===== config.mk =====
export PLATFORM = sky130hd
export DESIGN_NAME = pets_filter
export DESIGN_NICKNAME = d
export VERILOG_FILES = /design/src/hdl/pets_pkg.sv /design/src/hdl/pets_qualify.sv /design/src/hdl/pets_apb_slave.sv /design/src/hdl/pets_filter.sv
export VERILOG_INCLUDE_DIRS = /design/src /design/src/hdl
export SDC_FILE = /design/constraint.sdc
export NUM_CORES = 1
export LEC_CHECK = 0
export BUFFER_PORTS_ARGS = -buffer_cell sky130_fd_sc_hd__buf_4
export CAP_MARGIN = 20
export CORE_MARGIN = 5
export CORE_UTILIZATION = 50
export DETAILED_ROUTE_END_ITERATION = 16
export PLACE_DENSITY = 0.79
export SYNTH_ARGS = -nofsm -noshare
export SYNTH_HDL_FRONTEND = slang
export SYNTH_HIERARCHICAL = 1
export SYNTH_SLANG_ARGS = --single-unit

===== constraint.sdc =====
create_clock -name pclk -period 2.5 [get_ports pclk]
set_input_delay 0.25 -clock pclk [delete_from_list [all_inputs] [get_ports pclk]]
set_output_delay 0.25 -clock pclk [all_outputs]
set_load 0.02 [all_outputs]

===== src/hdl/pets_params.svh =====
// Offsets, field positions and reset values of the egress timestamp filter.
// Included by pets_qualify and pets_filter; definitions only.
`ifndef PETS_PARAMS_SVH
`define PETS_PARAMS_SVH
`define PETS_QUAL_CFG_OFS 12'h15c
`define PETS_MOD_CTL_OFS 12'h164
`define PETS_QUAL_CFG_RST 32'h0002_0000
`define PETS_MOD_CTL_RST 32'h0005_0000
`define PETS_MOD_CTL_WMASK 32'h303f_0000
`define PETS_DOM_HI 31
`define PETS_DOM_LO 24
`define PETS_DOM_EN_BIT 23
`define PETS_ALT_EN_BIT 22
`define PETS_UDP_BYP_BIT 21
`define PETS_FCS_BYP_BIT 20
`define PETS_VER_HI 19
`define PETS_VER_LO 16
`define PETS_MASK_HI 15
`define PETS_TA_INS_BIT 29
`define PETS_SYNC_INS_BIT 28
`define PETS_OFS_HI 21
`define PETS_OFS_LO 16
`define PETS_MSG_SYNC 4'h0
`define PETS_MSG_PDRESP 4'h3
`endif


===== src/hdl/pets_pkg.sv =====
// Types shared by the egress timestamp filter modules.
// Assumes pets_params.svh is on the include path.
package pets_pkg;
  typedef struct packed {
    logic [7:0] domain;
    logic alt_flag;
    logic [3:0] version;
    logic [3:0] msg_type;
    logic fcs_ok;
    logic udp_ok;
  } pets_msg_t;

  typedef struct packed {
    logic [7:0] egress_domain_value;
    logic egress_domain_match_on;
    logic alt_primary_flag_check_on;
    logic udp_sum_check_bypass;
    logic frame_crc_check_bypass;
    logic [3:0] egress_protocol_version;
    logic [15:0] egress_msg_type_mask;
  } pets_qual_t;

  typedef enum logic [2:0] {
    PETS_IDLE = 3'b001,
    PETS_SETUP = 3'b010,
    PETS_ACCESS = 3'b100
  } pets_apb_st_t;
endpackage


===== src/hdl/pets_qualify.sv =====
// Combinational qualification of one outgoing PTP message header.
// Assumes the caller registers the result and supplies frame status.
`timescale 1ns/1ps
`include "pets_params.svh"
module pets_qualify
  import pets_pkg::*;
(
  input wire pets_qual_t cfg, // Qualification settings
  input wire pets_msg_t msg, // Parsed message fields
  output logic pass // Every enabled check passed
);
  logic type_ok, ver_ok, dom_ok, alt_ok, fcs_ok, udp_ok;
  always_comb begin
    type_ok = cfg.egress_msg_type_mask[msg.msg_type];
    ver_ok = (cfg.egress_protocol_version == 4'h0) ||
             (cfg.egress_protocol_version == msg.version);
    dom_ok = !cfg.egress_domain_match_on ||
             (cfg.egress_domain_value == msg.domain);
    alt_ok = !cfg.alt_primary_flag_check_on || !msg.alt_flag;
    fcs_ok = cfg.frame_crc_check_bypass || msg.fcs_ok;
    udp_ok = cfg.udp_sum_check_bypass || msg.udp_ok;
    pass = type_ok && ver_ok && dom_ok && alt_ok && fcs_ok && udp_ok;
  end
endmodule // pets_qualify


===== src/hdl/pets_apb_slave.sv =====
// APB slave handshake: one wait state, pready from a flip-flop.
// Assumes a well-behaved APB master on pclk.
`timescale 1ns/1ps
module pets_apb_slave
  import pets_pkg::*;
(
  input wire logic pclk, // Bus clock
  input wire logic presetn, // Async reset, active low
  input wire logic psel, // Slave select
  input wire logic penable, // Access phase
  output logic pready, // Transfer completes
  output logic take // Pulse: commit access this cycle
);
  pets_apb_st_t st_reg, st_next;
  logic ready_reg, ready_next;
  always_comb begin
    st_next = st_reg;
    case (st_reg)
      PETS_IDLE: if (psel && !penable) st_next = PETS_SETUP;
      PETS_SETUP: st_next = PETS_ACCESS;
      PETS_ACCESS: st_next = PETS_IDLE;
      default: st_next = PETS_IDLE;
    endcase
    ready_next = (st_next == PETS_ACCESS);
  end
  always_ff @(posedge pclk or negedge presetn) begin
    if (!presetn) begin
      st_reg <= PETS_IDLE;
      ready_reg <= 1'b0;
    end else begin
      st_reg <= st_next;
      ready_reg <= ready_next;
    end
  end
  // Ready rises in the second access cycle so read data can be registered first
  assign pready = ready_reg;
  assign take = (st_reg == PETS_SETUP) && psel && penable;
endmodule // pets_apb_slave


===== src/hdl/pets_filter.sv =====
// Egress timestamp qualification and modification control, APB registers.
// Assumes message fields are valid with msg_valid from same-clock framer logic.
//
// Chosen here: the APB register port.
`timescale 1ns/1ps
`include "pets_params.svh"
module pets_filter
  import pets_pkg::*;
(
  input wire logic pclk, // 100 MHz clock
  input wire logic presetn, // Async reset, active low
  input wire logic psel, // APB select
  input wire logic penable, // APB enable
  input wire logic pwrite, // APB direction
  input wire logic [11:0] paddr, // APB byte address
  input wire logic [31:0] pwdata, // APB write data
  output logic [31:0] prdata, // APB read data
  output logic pready, // APB ready
  output logic pslverr, // Unmapped address
  input wire logic msg_valid, // Pulse: header fields valid
  input wire pets_msg_t msg, // Header fields and frame status
  output logic ts_save, // Pulse: record egress time
  output logic [3:0] ts_msg_type, // Type of last message, recorded or not
  output logic insert_sync_time, // Pulse: write originTimestamp
  output logic insert_turnaround, // Pulse: write correction field
  output logic [5:0] spare_byte_offset // Header spare byte offset
);
  logic [31:0] cfg_reg, cfg_next, mod_reg, mod_next;
  logic [31:0] rd_reg, rd_next;
  logic err_reg, err_next;
  logic take, pass, cfg_hit, mod_hit;
  logic save_reg, save_next, sync_reg, sync_next, ta_reg, ta_next;
  logic [3:0] type_reg, type_next;
  pets_qual_t qcfg;

  pets_apb_slave u_apb (
    .pclk(pclk),
    .presetn(presetn),
    .psel(psel),
    .penable(penable),
    .pready(pready),
    .take(take)
  );

  assign qcfg = '{
    egress_domain_value: cfg_reg[`PETS_DOM_HI:`PETS_DOM_LO],
    egress_domain_match_on: cfg_reg[`PETS_DOM_EN_BIT],
    alt_primary_flag_check_on: cfg_reg[`PETS_ALT_EN_BIT],
    udp_sum_check_bypass: cfg_reg[`PETS_UDP_BYP_BIT],
    frame_crc_check_bypass: cfg_reg[`PETS_FCS_BYP_BIT],
    egress_protocol_version: cfg_reg[`PETS_VER_HI:`PETS_VER_LO],
    egress_msg_type_mask: cfg_reg[`PETS_MASK_HI:0]
  };

  pets_qualify u_qual (
    .cfg(qcfg),
    .msg(msg),
    .pass(pass)
  );

  // Registers
  always_comb begin
    cfg_hit = (paddr == `PETS_QUAL_CFG_OFS);
    mod_hit = (paddr == `PETS_MOD_CTL_OFS);
    cfg_next = cfg_reg;
    mod_next = mod_reg;
    rd_next = rd_reg;
    // Error flop is high only in the cycle that pready is high
    err_next = 1'b0;
    if (take) begin
      err_next = !(cfg_hit || mod_hit);
      rd_next = 32'h0000_0000;
      if (pwrite) begin
        if (cfg_hit) cfg_next = pwdata;
        if (mod_hit) begin
          mod_next = pwdata & `PETS_MOD_CTL_WMASK;
        end
      end else if (cfg_hit) begin
        rd_next = cfg_reg;
      end else if (mod_hit) begin
        rd_next = mod_reg;
      end
    end
  end
  always_ff @(posedge pclk or negedge presetn) begin
    if (!presetn) begin
      cfg_reg <= `PETS_QUAL_CFG_RST;
      mod_reg <= `PETS_MOD_CTL_RST;
      rd_reg <= 32'h0000_0000;
      err_reg <= 1'b0;
    end else begin
      cfg_reg <= cfg_next;
      mod_reg <= mod_next;
      rd_reg <= rd_next;
      err_reg <= err_next;
    end
  end
  assign prdata = rd_reg;
  assign pslverr = err_reg;
  assign spare_byte_offset = mod_reg[`PETS_OFS_HI:`PETS_OFS_LO];

  // Per-message decisions, one cycle after msg_valid
  always_comb begin
    save_next = msg_valid && pass;
    type_next = msg_valid ? msg.msg_type : type_reg;
    // Insertion acts on host frames regardless of the save decision
    sync_next = msg_valid && mod_reg[`PETS_SYNC_INS_BIT] &&
                (msg.msg_type == `PETS_MSG_SYNC);
    ta_next = msg_valid && mod_reg[`PETS_TA_INS_BIT] &&
              (msg.msg_type == `PETS_MSG_PDRESP);
  end
  always_ff @(posedge pclk or negedge presetn) begin
    if (!presetn) begin
      save_reg <= 1'b0;
      type_reg <= 4'h0;
      sync_reg <= 1'b0;
      ta_reg <= 1'b0;
    end else begin
      save_reg <= save_next;
      type_reg <= type_next;
      sync_reg <= sync_next;
      ta_reg <= ta_next;
    end
  end
  assign ts_save = save_reg;
  assign ts_msg_type = type_reg;
  assign insert_sync_time = sync_reg;
  assign insert_turnaround = ta_reg;

  chk_domain_gate: assert property (@(posedge pclk) disable iff (!presetn)
    msg_valid && cfg_reg[`PETS_DOM_EN_BIT] &&
    msg.domain != cfg_reg[`PETS_DOM_HI:`PETS_DOM_LO] |=> !ts_save)
    else $error("Saved with mismatched domain");
  chk_domain_off: assert property (@(posedge pclk) disable iff (!presetn)
    msg_valid && !cfg_reg[`PETS_DOM_EN_BIT] && msg.fcs_ok && msg.udp_ok &&
    !msg.alt_flag && cfg_reg[msg.msg_type] &&
    cfg_reg[`PETS_VER_HI:`PETS_VER_LO] == 4'h0 |=> ts_save)
    else $error("Domain compared while disabled");
  chk_alt_flag: assert property (@(posedge pclk) disable iff (!presetn)
    msg_valid && cfg_reg[`PETS_ALT_EN_BIT] && msg.alt_flag |=> !ts_save)
    else $error("Saved with alternate flag set");
  chk_udp_block: assert property (@(posedge pclk) disable iff (!presetn)
    msg_valid && !cfg_reg[`PETS_UDP_BYP_BIT] && !msg.udp_ok |=> !ts_save)
    else $error("Saved with bad UDP checksum");
  chk_fcs_block: assert property (@(posedge pclk) disable iff (!presetn)
    msg_valid && !cfg_reg[`PETS_FCS_BYP_BIT] && !msg.fcs_ok |=> !ts_save)
    else $error("Saved with bad FCS");
  chk_version: assert property (@(posedge pclk) disable iff (!presetn)
    msg_valid && cfg_reg[`PETS_VER_HI:`PETS_VER_LO] != 4'h0 &&
    cfg_reg[`PETS_VER_HI:`PETS_VER_LO] != msg.version |=> !ts_save)
    else $error("Saved with wrong version");
  chk_type_mask: assert property (@(posedge pclk) disable iff (!presetn)
    msg_valid && !cfg_reg[msg.msg_type] |=> !ts_save)
    else $error("Saved with type disabled");
  chk_save_cause: assert property (@(posedge pclk) disable iff (!presetn)
    ts_save |-> $past(msg_valid) && ts_msg_type == $past(msg.msg_type))
    else $error("Save without qualified message");
  chk_sync_ins: assert property (@(posedge pclk) disable iff (!presetn)
    msg_valid && mod_reg[`PETS_SYNC_INS_BIT] && msg.msg_type == 4'h0
    |=> insert_sync_time ##1 !insert_sync_time || $past(msg_valid))
    else $error("Sync insertion missed");
  chk_ta_ins: assert property (@(posedge pclk) disable iff (!presetn)
    insert_turnaround |-> $past(mod_reg[`PETS_TA_INS_BIT]) && ts_msg_type == 4'h3)
    else $error("Turnaround insertion without cause");
  chk_rsvd_zero: assert property (@(posedge pclk) disable iff (!presetn)
    (mod_reg & ~`PETS_MOD_CTL_WMASK) == 32'h0000_0000)
    else $error("Reserved modify bits set");
  chk_apb_ready: assert property (@(posedge pclk) disable iff (!presetn)
    psel && !penable ##1 psel && penable |=> pready)
    else $error("APB ready late");
endmodule // pets_filter


# Yosys cells after proc, flatten, opt, wreduce, memory -nomap -nowiden
# Index checks and enable logic that the tools add are counted.
# Widths: inputs -> output; s select.
totals:
  register_bits: 84
  input_bits: 69
  out_inout_bits: 47
  wordCells: 55
classes:
  order_cmp: 1
  eq_ne: 8
  mux: 8
  reduce_logical: 28
op_table:
  columns: ["operator", "count"]
  rows:
  - ["$mux 32", 2]
  - ["$mux 30", 1]
  - ["$eq 12x9->1 const B", 2]
  - ["$logic_and 1x1->1", 13]
  - ["$eq 8x8->1", 1]
  - ["$logic_not 4->1", 2]
  - ["$logic_or 1x1->1", 6]
  - ["$pmux 3 s2", 1]
  - ["$reduce_and 3->1", 2]
  - ["$logic_not 1->1", 5]
  - ["$lt 4x5->1 const B", 1]
  - ["$bmux 1 s4", 1]
  - ["$eq 4x2->1 const B", 1]
  - ["$eq 4x4->1", 1]
  - ["$eq 3x1->1 const B", 1]
  - ["$eq 3x2->1 const B", 1]
  - ["$eq 3x3->1 const B", 1]
  - ["$mux 3", 1]
  - ["$mux 1", 2]

# Depth between registers and ports, before layout
# Gate-level depths: netlist (run 1).
logic_depth:
  depth_word: 8
  ltp_mapped: 7

# Hierarchy
# Netlist (run 1), hierarchy kept.
modules_own_cells:
  columns: ["mod", "instances", "cells_per_inst", "area_per_inst_um2", "seq_area_each_um2"]
  rows:
  - ["pets_filter", 1, 202, 3121.7, 2005.7]
  - ["pets_qualify", 1, 27, 292.8, 0.0]
  - ["pets_apb_slave", 1, 11, 157.7, 101.3]

# Worst setup path after synthesis (run 1)
# OpenSTA, ideal clock, no wires.
synth_timing:
  kind: "register to register"
  start: "register u_apb.st_reg[2]"
  end: "register rd_reg[18], in the netlist prdata[18]"
  setup_time_ns: 0.067
  arrival_ns: 1.757
  required_ns: 2.433
  path_slack_ns: 0.676
  stages_incl_launch_ff: 8
  synth_period_minus_slack_ns: 1.824
  cell_sequence: "dfrtp_1 nor2b_2 and4b_1 clkbuf_1 nand3_1 nor3_2 buf_2 a221o_1"
synth_between:
  elab_chain_cells: 3
synth_rtl:
  columns: ["element", "line", "source"]
  rows:
  - ["start: declaration", "pets_apb_slave.sv:14", "pets_apb_st_t st_reg, st_next;"]
  - ["start signal: assignment", "pets_apb_slave.sv:31", "st_reg <= st_next;"]
  - ["$eq 3x2->1", "pets_apb_slave.sv:37", "assign take = (st_reg == PETS_SETUP) && psel && penable;"]
  - ["$logic_and 1x1->1 (2 in series)", "pets_apb_slave.sv:37", null]
  - ["net take", "pets_filter.sv:31", "logic take, pass, cfg_hit, mod_hit;"]
  - ["end signal: assignment", "pets_filter.sv:94", "rd_reg <= rd_next;"]
  - ["end: declaration", "pets_filter.sv:29", "logic [31:0] rd_reg, rd_next;"]
# The timed path passes the listed nets, and every way through them passes these cells.
# A chain may end at the register's enable or synchronous reset.

# Worst setup path in the final report (run 1)
layout_timing:
  start: "register u_apb.st_reg[2]"
  end: "register mod_reg[29]"
layout_between:
  elab_chain_cells: 4
layout_rtl:
  columns: ["element", "line", "source"]
  rows:
  - ["$eq 3x2->1", "pets_apb_slave.sv:37", null]
  - ["$logic_and 1x1->1 (2 in series)", "pets_apb_slave.sv:37", null]
  - ["net take", "pets_filter.sv:31", null]
  - ["$reduce_and 3->1 (no line)", null, null]
  - ["end signal: assignment", "pets_filter.sv:88", "mod_reg <= `PETS_MOD_CTL_RST;"]
  - ["end signal: assignment", "pets_filter.sv:93", "mod_reg <= mod_next;"]
  - ["end: declaration", "pets_filter.sv:28", "logic [31:0] cfg_reg, cfg_next, mod_reg, mod_next;"]
# The timed path passes the listed nets, and every way through them passes these cells.

==> reports/summary.log, run 1 <==
qor: outcome.run_status finished, final reports clean
qor: logic_synthesis.post_synth_instance_area 3570 sq um
qor: final_layout.area_delta_synth_final 33.4%
qor: drt.postRouteAntennaNets 0
qor: die.placeableCoreArea 6870 sq um
qor: placement.io_buffer_count 115
qor: setup_path.worst-setup-path-type register to register
qor: placement.hpwlAfterDp 6180 microns
qor: die.dieArea 8930 sq um
qor: clock_tree.cts_tree yes
qor: drt.dr_total_vias 2464
qor: drt.initialDrtViolationCount 84
qor: setup_path.timing.critical_path.fanout_max 8
qor: setup_path.critical_path_arrival 2.32 ns
qor: grt.grt_usage 0.197
qor: logic_synthesis.fraction_of_post_synthesis_cell_area_in_the_top_cell_type_by_area 0.560
qor: logic_synthesis.yosys_register_bits 84
qor: grt.grt_pass1_vias 2650
qor: final_layout.n_antenna_cell 0
qor: grt.antenna_found_initial 0
qor: sta.post_route_minimum_period 2.09 ns
qor: final_layout.post_route_cells_drive_above_1_share 0.530
qor: logic_synthesis.async_set_or_reset_register_ratio_after_synthesis 1.00
qor: logic_synthesis.synthesis.instances 240
qor: placement.gp_congestion 0.793
qor: final_layout.fin_nets 426
qor: drt.post_drt_via_cell_ratio 5.38
qor: sta.finalMaxSlewViolations 0
qor: setup_path.regToRegSetupSlack 0.41 ns
qor: logic_synthesis.yosys_warnings 6
qor: logic_synthesis.synthDistinctLibCells 43
qor: die.floorplan.die.height 94.5 microns
qor: clock_tree.ctsLongestPathBuffers 2
qor: clock_tree.tritoncts_num_sinks 84
qor: clock_tree.htreeDepth 3
qor: power_and_ir_drop.standby_leakage_power 0.00247 uW
qor: sta.unrepaired_setup_endpoints_after_global_routing false
qor: sta.fmax 478 MHz
qor: setup_path.worst_setup_path_start_kind register
qor: grt.grt_start_max_net_pins 85
qor: die.die_width 94.5 microns
qor: sta.finClkSkew 0.0125 ns
qor: clock_tree.post_cts_resized 0
qor: sta.maxSlewHeadroom 0.588
qor: power_and_ir_drop.power_density 560 nW/um^2
qor: drt.routed_length_per_instance 18.5 microns
qor: logic_synthesis.synth_enable_flop_cells 0
qor: sta.setup_total_negative_slack 0 ns
qor: sta.timing_worst_slew_pin_value 0.615 ns
qor: job.cap_viol_max_count 0
qor: logic_synthesis.postSynthAreaPerCell 14.9 sq um
qor: logic_synthesis.synth_ff_type dfrtp_1
qor: sta.setup_viol_count_final 0
qor: drt.detailedRoute.firstPassIterationCount 4
qor: drt.totalWireLength 8460 microns
qor: die.rows 30
qor: power_and_ir_drop.vdd.ir_drop.worst 0.000294 V
qor: logic_synthesis.post_synth_main_area_contributors dfrtp_1 56%, mux2_2 11%, a22o_1 5.9%
qor: sta.fin_ws 0.410 ns
qor: logic_synthesis.post-synth-top-area-cell dfrtp_1
qor: clock_tree.cts-buffers-inserted 9
qor: grt.gr-total-overflow 0
qor: hold_path.timing.hold.worst.class primary input to register
qor: setup_path.critical_path_capture_point_type register
qor: clock_tree.clock_latency 0.35 ns
qor: drt.detail_route.drc_violations 0
qor: clock_tree.cts.clk_slew.worst_paths 0.09 ns
qor: setup_path.cp_data_required_time 2.73 ns
qor: clock_tree.clk_root_buffer_cell clkbuf_8
qor: sta.share_of_the_clock_period_used_by_the_worst_path 0.836
qor: grt.grt_pass1_wl 13400 microns
qor: die.start_util 0.520
qor: placement.placement.setup.worst_slack 0.444 ns
qor: die.design.portCount 116
qor: logic_synthesis.ys_seq_area_frac 0.590
qor: sta.hold_violations 0
qor: logic_synthesis.syn-num-nets 309
[layout by cell type (no fill, tap or decap), types with 8 or more instances in the layout]
cell	instances
buf_4	120
dfrtp_1	80
clkbuf_8	11
xnor2_1	12
a22o_1	24
mux2_2	34
mux2_4	8
nor2b_1	8
a221o_1	8
[report_power, final]
part / leakage (uW) / switching [uW] / internal [uW]
Clock: 0.000112 / 489 / 619
Sequential: 0.00115 / 7.23 / 1370
Combinational: 0.00121 / 80.5 / 103
Total: 0.00247 / 576 / 2090
[synth_stat cells (2+ instances only)]
cell      instances
dfrtp_1          80
mux2_2           34
a22o_1           24
xnor2_1          12
buf_4             9
a221o_1           8
mux2_4            8
nor2b_1           8
dfstp_2           4
mux4_1            4
nor2_1            4
buf_2             3
clkbuf_1          3
mux2i_1           3
nand4_1           3
nor3_2            3
a31oi_1           2
mux2_1            2
nand3_1           2
[what timing repair did]
action,4_1_cts,5_1_grt
endpoints found under the hold margin,80,0
hold buffers,1,0
setup buffers,0,0
[routing by layer]
metal | global-route usage | up-vias | share of wire
met5 | 0 | - | 0
met1 | 0.242 | 1237 | 0.40
li1 | - | 1122 | -
met2 | 0.324 | 91 | 0.50
met4 | 0.0793 | 0 | 0.018
met3 | 0.0629 | 14 | 0.083
[cells by family (layout without fill, tap and decap cells)]
kind of cell,Yosys count,in the layout,synth area share
and+or+nand+nor,36,36,0.0704
buffers and inverters,18,140,0.0315
AOI/OAI and AO/OA,39,39,0.0939
muxes,51,51,0.185
DFF,84,84,0.590
xor gates and xnor gates,12,12,0.0294
[worst paths after layout]
kind,cells after the start,from,end
min reg2reg,1,cfg_reg[9],prdata[9]
max in group asynchronous,3,presetn,mod_reg[18]
max,5,u_apb/st_reg[2],mod_reg[29]
min in group asynchronous,3,presetn,u_apb/st_reg[1]
max reg2reg,5,u_apb/st_reg[2],mod_reg[29]
min,2,msg[3],insert_sync_time
[layout make-up]
class	count	area, sq um
clock buffer	11	151
fill	532	2100
timing repair buffer	122	931
tap	96	120
clock inverter	5	83.8
inverter	2	7.51
multi-input combinational	138	1370
sequential	84	2110
[critical path, stage by stage (launching register included)]
cell and delay, ns:
dfrtp_1 0.43, nor2b_2 0.17, and4b_1 0.24, nand4_1 0.16
or3_1 0.58, mux2_4 0.39
[through the flow]
stage | std cells | hold slack, ns | utilization | total power (uW) | area (sq um)
6_report | 458 | 0.0830 | 0.694 | 2670 | 4770
5_1_grt | 458 | 0.0955 | 0.694 | 2760 | 4770
4_1_cts | 458 | 0.0668 | 0.694 | 2690 | 4770
3_5_place_dp | 441 | 0.319 | 0.658 | 1590 | 4520
3_3_place_gp | 441 | 0.314 | 0.658 | 1580 | 4520
2_1_floorplan | 240 | -0.0456 | - | 1440 | 3570
Power figures use the tool's default switching activity.
==> inputs of run 2 (changes only) <==
--- a/config.mk
+++ b/config.mk
@@ -6,12 +6,13 @@
 export SDC_FILE = /design/constraint.sdc
 export NUM_CORES = 1
 export LEC_CHECK = 0
+export ABC_AREA = 1
 export BUFFER_PORTS_ARGS = -buffer_cell sky130_fd_sc_hd__buf_4
 export CAP_MARGIN = 20
 export CORE_MARGIN = 5
-export CORE_UTILIZATION = 50
+export CORE_UTILIZATION = 47
 export DETAILED_ROUTE_END_ITERATION = 16
-export PLACE_DENSITY = 0.79
+export PLACE_DENSITY = 0.76
 export SYNTH_ARGS = -nofsm -noshare
 export SYNTH_HDL_FRONTEND = slang
 export SYNTH_HIERARCHICAL = 1
==> constraint.sdc (replaced) <==
create_clock -name pclk -period 1.9 [get_ports pclk]
set_input_delay 0.19 -clock pclk [delete_from_list [all_inputs] [get_ports pclk]]
set_output_delay 0.19 -clock pclk [all_outputs]
set_load 0.02 [all_outputs]
==> reports/summary.log, run 2 <==
qor: outcome.run_status finished, final reports clean
qor: logic_synthesis.fraction_of_post_synthesis_cell_area_in_the_top_cell_type_by_area 0.504
qor: logic_synthesis.post_synth_instance_area 3970 sq um
qor: grt.grt_usage 0.204
qor: logic_synthesis.async_set_or_reset_register_ratio_after_synthesis 1.00
qor: setup_path.critical_path_arrival 1.93 ns
qor: final_layout.mostFrequentLayoutCells 182 x nand2_1, 120 x buf_4, 80 x dfrtp_1
qor: grt.grt_pass1_wl 16600 microns
qor: clock_tree.postcts_setup_bufs 0
qor: setup_path.critical_path_capture_point_type register
qor: power_and_ir_drop.standby_leakage_power 0.00272 uW
qor: power_and_ir_drop.power_density 646 nW/um^2
qor: job.cap_viol_max_count 0
qor: logic_synthesis.yosys_register_bits 84
qor: sta.share_of_the_clock_period_used_by_the_worst_path 0.899
qor: setup_path.timing.critical_path.slowest_stage_cell dfrtp_1
qor: sta.setup_total_negative_slack 0 ns
qor: setup_path.timing.critical_path.fanout_max 50
qor: sta.fmax 585 MHz
qor: clock_tree.clk_root_buffer_cell clkbuf_8
qor: drt.detailedRoute.firstPassIterationCount 5
qor: drt.post_drt_via_cell_ratio 4.85
qor: placement.hpwlAfterDp 7550 microns
qor: logic_synthesis.postSynthAreaPerCell 8.00 sq um
qor: die.floorplan.die.height 102 microns
qor: logic_synthesis.synthesis.instances 497
qor: final_layout.n_antenna_cell 0
qor: logic_synthesis.synthDistinctLibCells 29
qor: die.dieArea 10400 sq um
qor: drt.initialDrtViolationCount 209
qor: sta.timing_worst_slew_pin_value 0.502 ns
qor: setup_path.cp_num_buf_inv 3
qor: die.design.portCount 116
qor: setup_path.crit_chain inv_1 -> nand3_2 -> nor3_2 -> nand2_1 -> inv_1 -> nand3_4 -> buf_12 -> nand2_1 -> o21ai_1
qor: clock_tree.post_cts_resized 0
qor: final_layout.mostFrequentLayoutCell nand2_1
qor: die.rows 33
qor: sta.finClkSkew 0.00822 ns
qor: sta.finalMaxSlewViolations 0
qor: logic_synthesis.post_synth_main_area_contributors dfrtp_1 50%, nand2_1 17%, inv_1 6.0%
qor: drt.dr_total_vias 3494
qor: clock_tree.cts-buffers-inserted 9
qor: logic_synthesis.yosys_warnings 6
qor: clock_tree.ctsLongestPathBuffers 2
qor: sta.fin_ws 0.192 ns
qor: grt.grt_use_met3 0.0300
qor: placement.io_buffer_count 115
qor: sta.maxSlewHeadroom 0.665
qor: logic_synthesis.synth_enable_flop_cells 0
qor: clock_tree.tritoncts_num_sinks 84
qor: grt.globalRouteMet2Util 0.322
qor: setup_path.worst-setup-path-type register to register
qor: sta.setup_viol_count_final 0
qor: placement.gp_congestion 0.846
qor: logic_synthesis.post-synth-top-area-cell dfrtp_1
qor: power_and_ir_drop.vdd.ir_drop.worst 0.000376 V
qor: clock_tree.htreeDepth 3
qor: logic_synthesis.ys_top_cells_by_count 182 x nand2_1, 80 x dfrtp_1, 63 x inv_1, 39 x o21ai_1, 27 x nand3_1
qor: hold_path.timing.hold.worst.class primary input to register
qor: die.start_util 0.484
qor: grt.gr-total-overflow 0
qor: drt.totalWireLength 10100 microns
qor: clock_tree.cts_tree yes
qor: sta.hold_violations 0
qor: drt.detail_route.drc_violations 0
qor: logic_synthesis.syn-num-nets 566
qor: sta.post_route_minimum_period 1.71 ns
qor: logic_synthesis.ys_seq_area_frac 0.530
qor: grt.grt_start_max_net_pins 51
qor: final_layout.area_delta_synth_final 29.3%
qor: grt.antenna_found_initial 0
qor: logic_synthesis.synth_ff_type dfrtp_1
qor: placement.placement.setup.worst_slack 0.219 ns
qor: die.die_width 102 microns
qor: grt.grt_pass1_vias 3444
qor: logic_synthesis.synthMostInstantiatedCell nand2_1
qor: clock_tree.clock_latency 0.34 ns
qor: grt.top_usage_layer met2
qor: setup_path.largest_stage_delay_on_the_critical_path 0.39 ns
qor: sta.unrepaired_setup_endpoints_after_global_routing false
qor: setup_path.critical-path-top-delay-family simple AND/OR/NAND/NOR gates
qor: final_layout.fin_nets 679
qor: drt.postRouteAntennaNets 0
qor: drt.routed_length_per_instance 14.0 microns
qor: die.placeableCoreArea 8220 sq um
qor: grt.met1_usage 0.288
qor: clock_tree.cts.clk_slew.worst_paths 0.08 ns
qor: final_layout.post_route_cells_drive_above_1_share 0.275
qor: setup_path.worst_setup_path_start_kind register
qor: setup_path.cp_data_required_time 2.12 ns
run 2: cell count changes in the layout (fill, tap and decap cells not counted), sizes merged, moves of 5 or more:
cell | previous run | this run
a22o | 24 | 0
nor2 | 4 | 12
nand2 | 2 | 187
nor2b | 9 | 0
mux2 | 44 | 0
nand3 | 2 | 31
xnor2 | 12 | 7
o21ai | 1 | 65
a221o | 8 | 0
inv | 2 | 72
run 2: power by group:
group          internal, uW  switching (uW)
clock network           470             617
logic                   180             210
registers              1820            19.3
run 2: area by class of cell:
cell class	count	area, sq um
clock buffers	11	131
multi-input cells	317	1460
inverters	72	278
well taps	105	131
clock inverters	5	28.8
repair buffers	126	1000
flip-flops and latches	84	2110
fillers	733	3080
run 2: worst min-delay path, cell delays in order:
cell,delay (ns)
buf_4,0.09
a21oi_2,0.05
nand2_1,0.04
nand2_1,0.04
run 2: final timing paths:
check                      slack, ns  cells past startpoint         endpoint       startpoint
setup / recovery                0.19                      9       cfg_reg[2]  u_apb/st_reg[2]
hold reg to reg                 0.49                      2       prdata[25]       prdata[25]
min in group asynchronous       0.35                      2      mod_reg[17]          presetn
max in group asynchronous       0.97                      3      cfg_reg[29]          presetn
setup reg to reg                0.19                      9       cfg_reg[2]  u_apb/st_reg[2]
hold / removal                  0.08                      4  u_apb/st_reg[0]             psel
run 2: metal layers:
metal / vias up / routed length [microns]
li1: 1758 / -
met1: 1623 / 4470
met2: 100 / 4860
met3: 13 / 605
met4: 0 / 165
met5: - / 0
run 2: through the flow:
| step | cell area (sq um) | hold WS [ns] | utilization | instances | power [uW] |
|---|---|---|---|---|---|
| 2_1_floorplan | 3970 | -0.106 | - | 497 | 2040 |
| 3_3_place_gp | 4960 | 0.193 | 0.603 | 702 | 2250 |
| 3_5_place_dp | 4960 | 0.201 | 0.603 | 702 | 2270 |
| 4_1_cts | 5140 | 0.0647 | 0.625 | 720 | 3350 |
| 5_1_grt | 5140 | 0.0859 | 0.625 | 720 | 3470 |
| 6_report | 5140 | 0.0796 | 0.625 | 720 | 3320 |
run 2: cell families after synthesis:
kind of cell / after synthesis / share of synthesized area
and+or+nand+nor: 240 / 0.261
buffers and inverters: 96 / 0.103
DFF: 84 / 0.530
AOI/OAI and AO/OA: 70 / 0.0904
xor gates and xnor gates: 7 / 0.0154
run 2: what timing repair did:
item / CTS / global route
setup endpoints to repair: 0 / 0
hold buffers: 2 / 0
hold endpoints to repair: 32 / 0
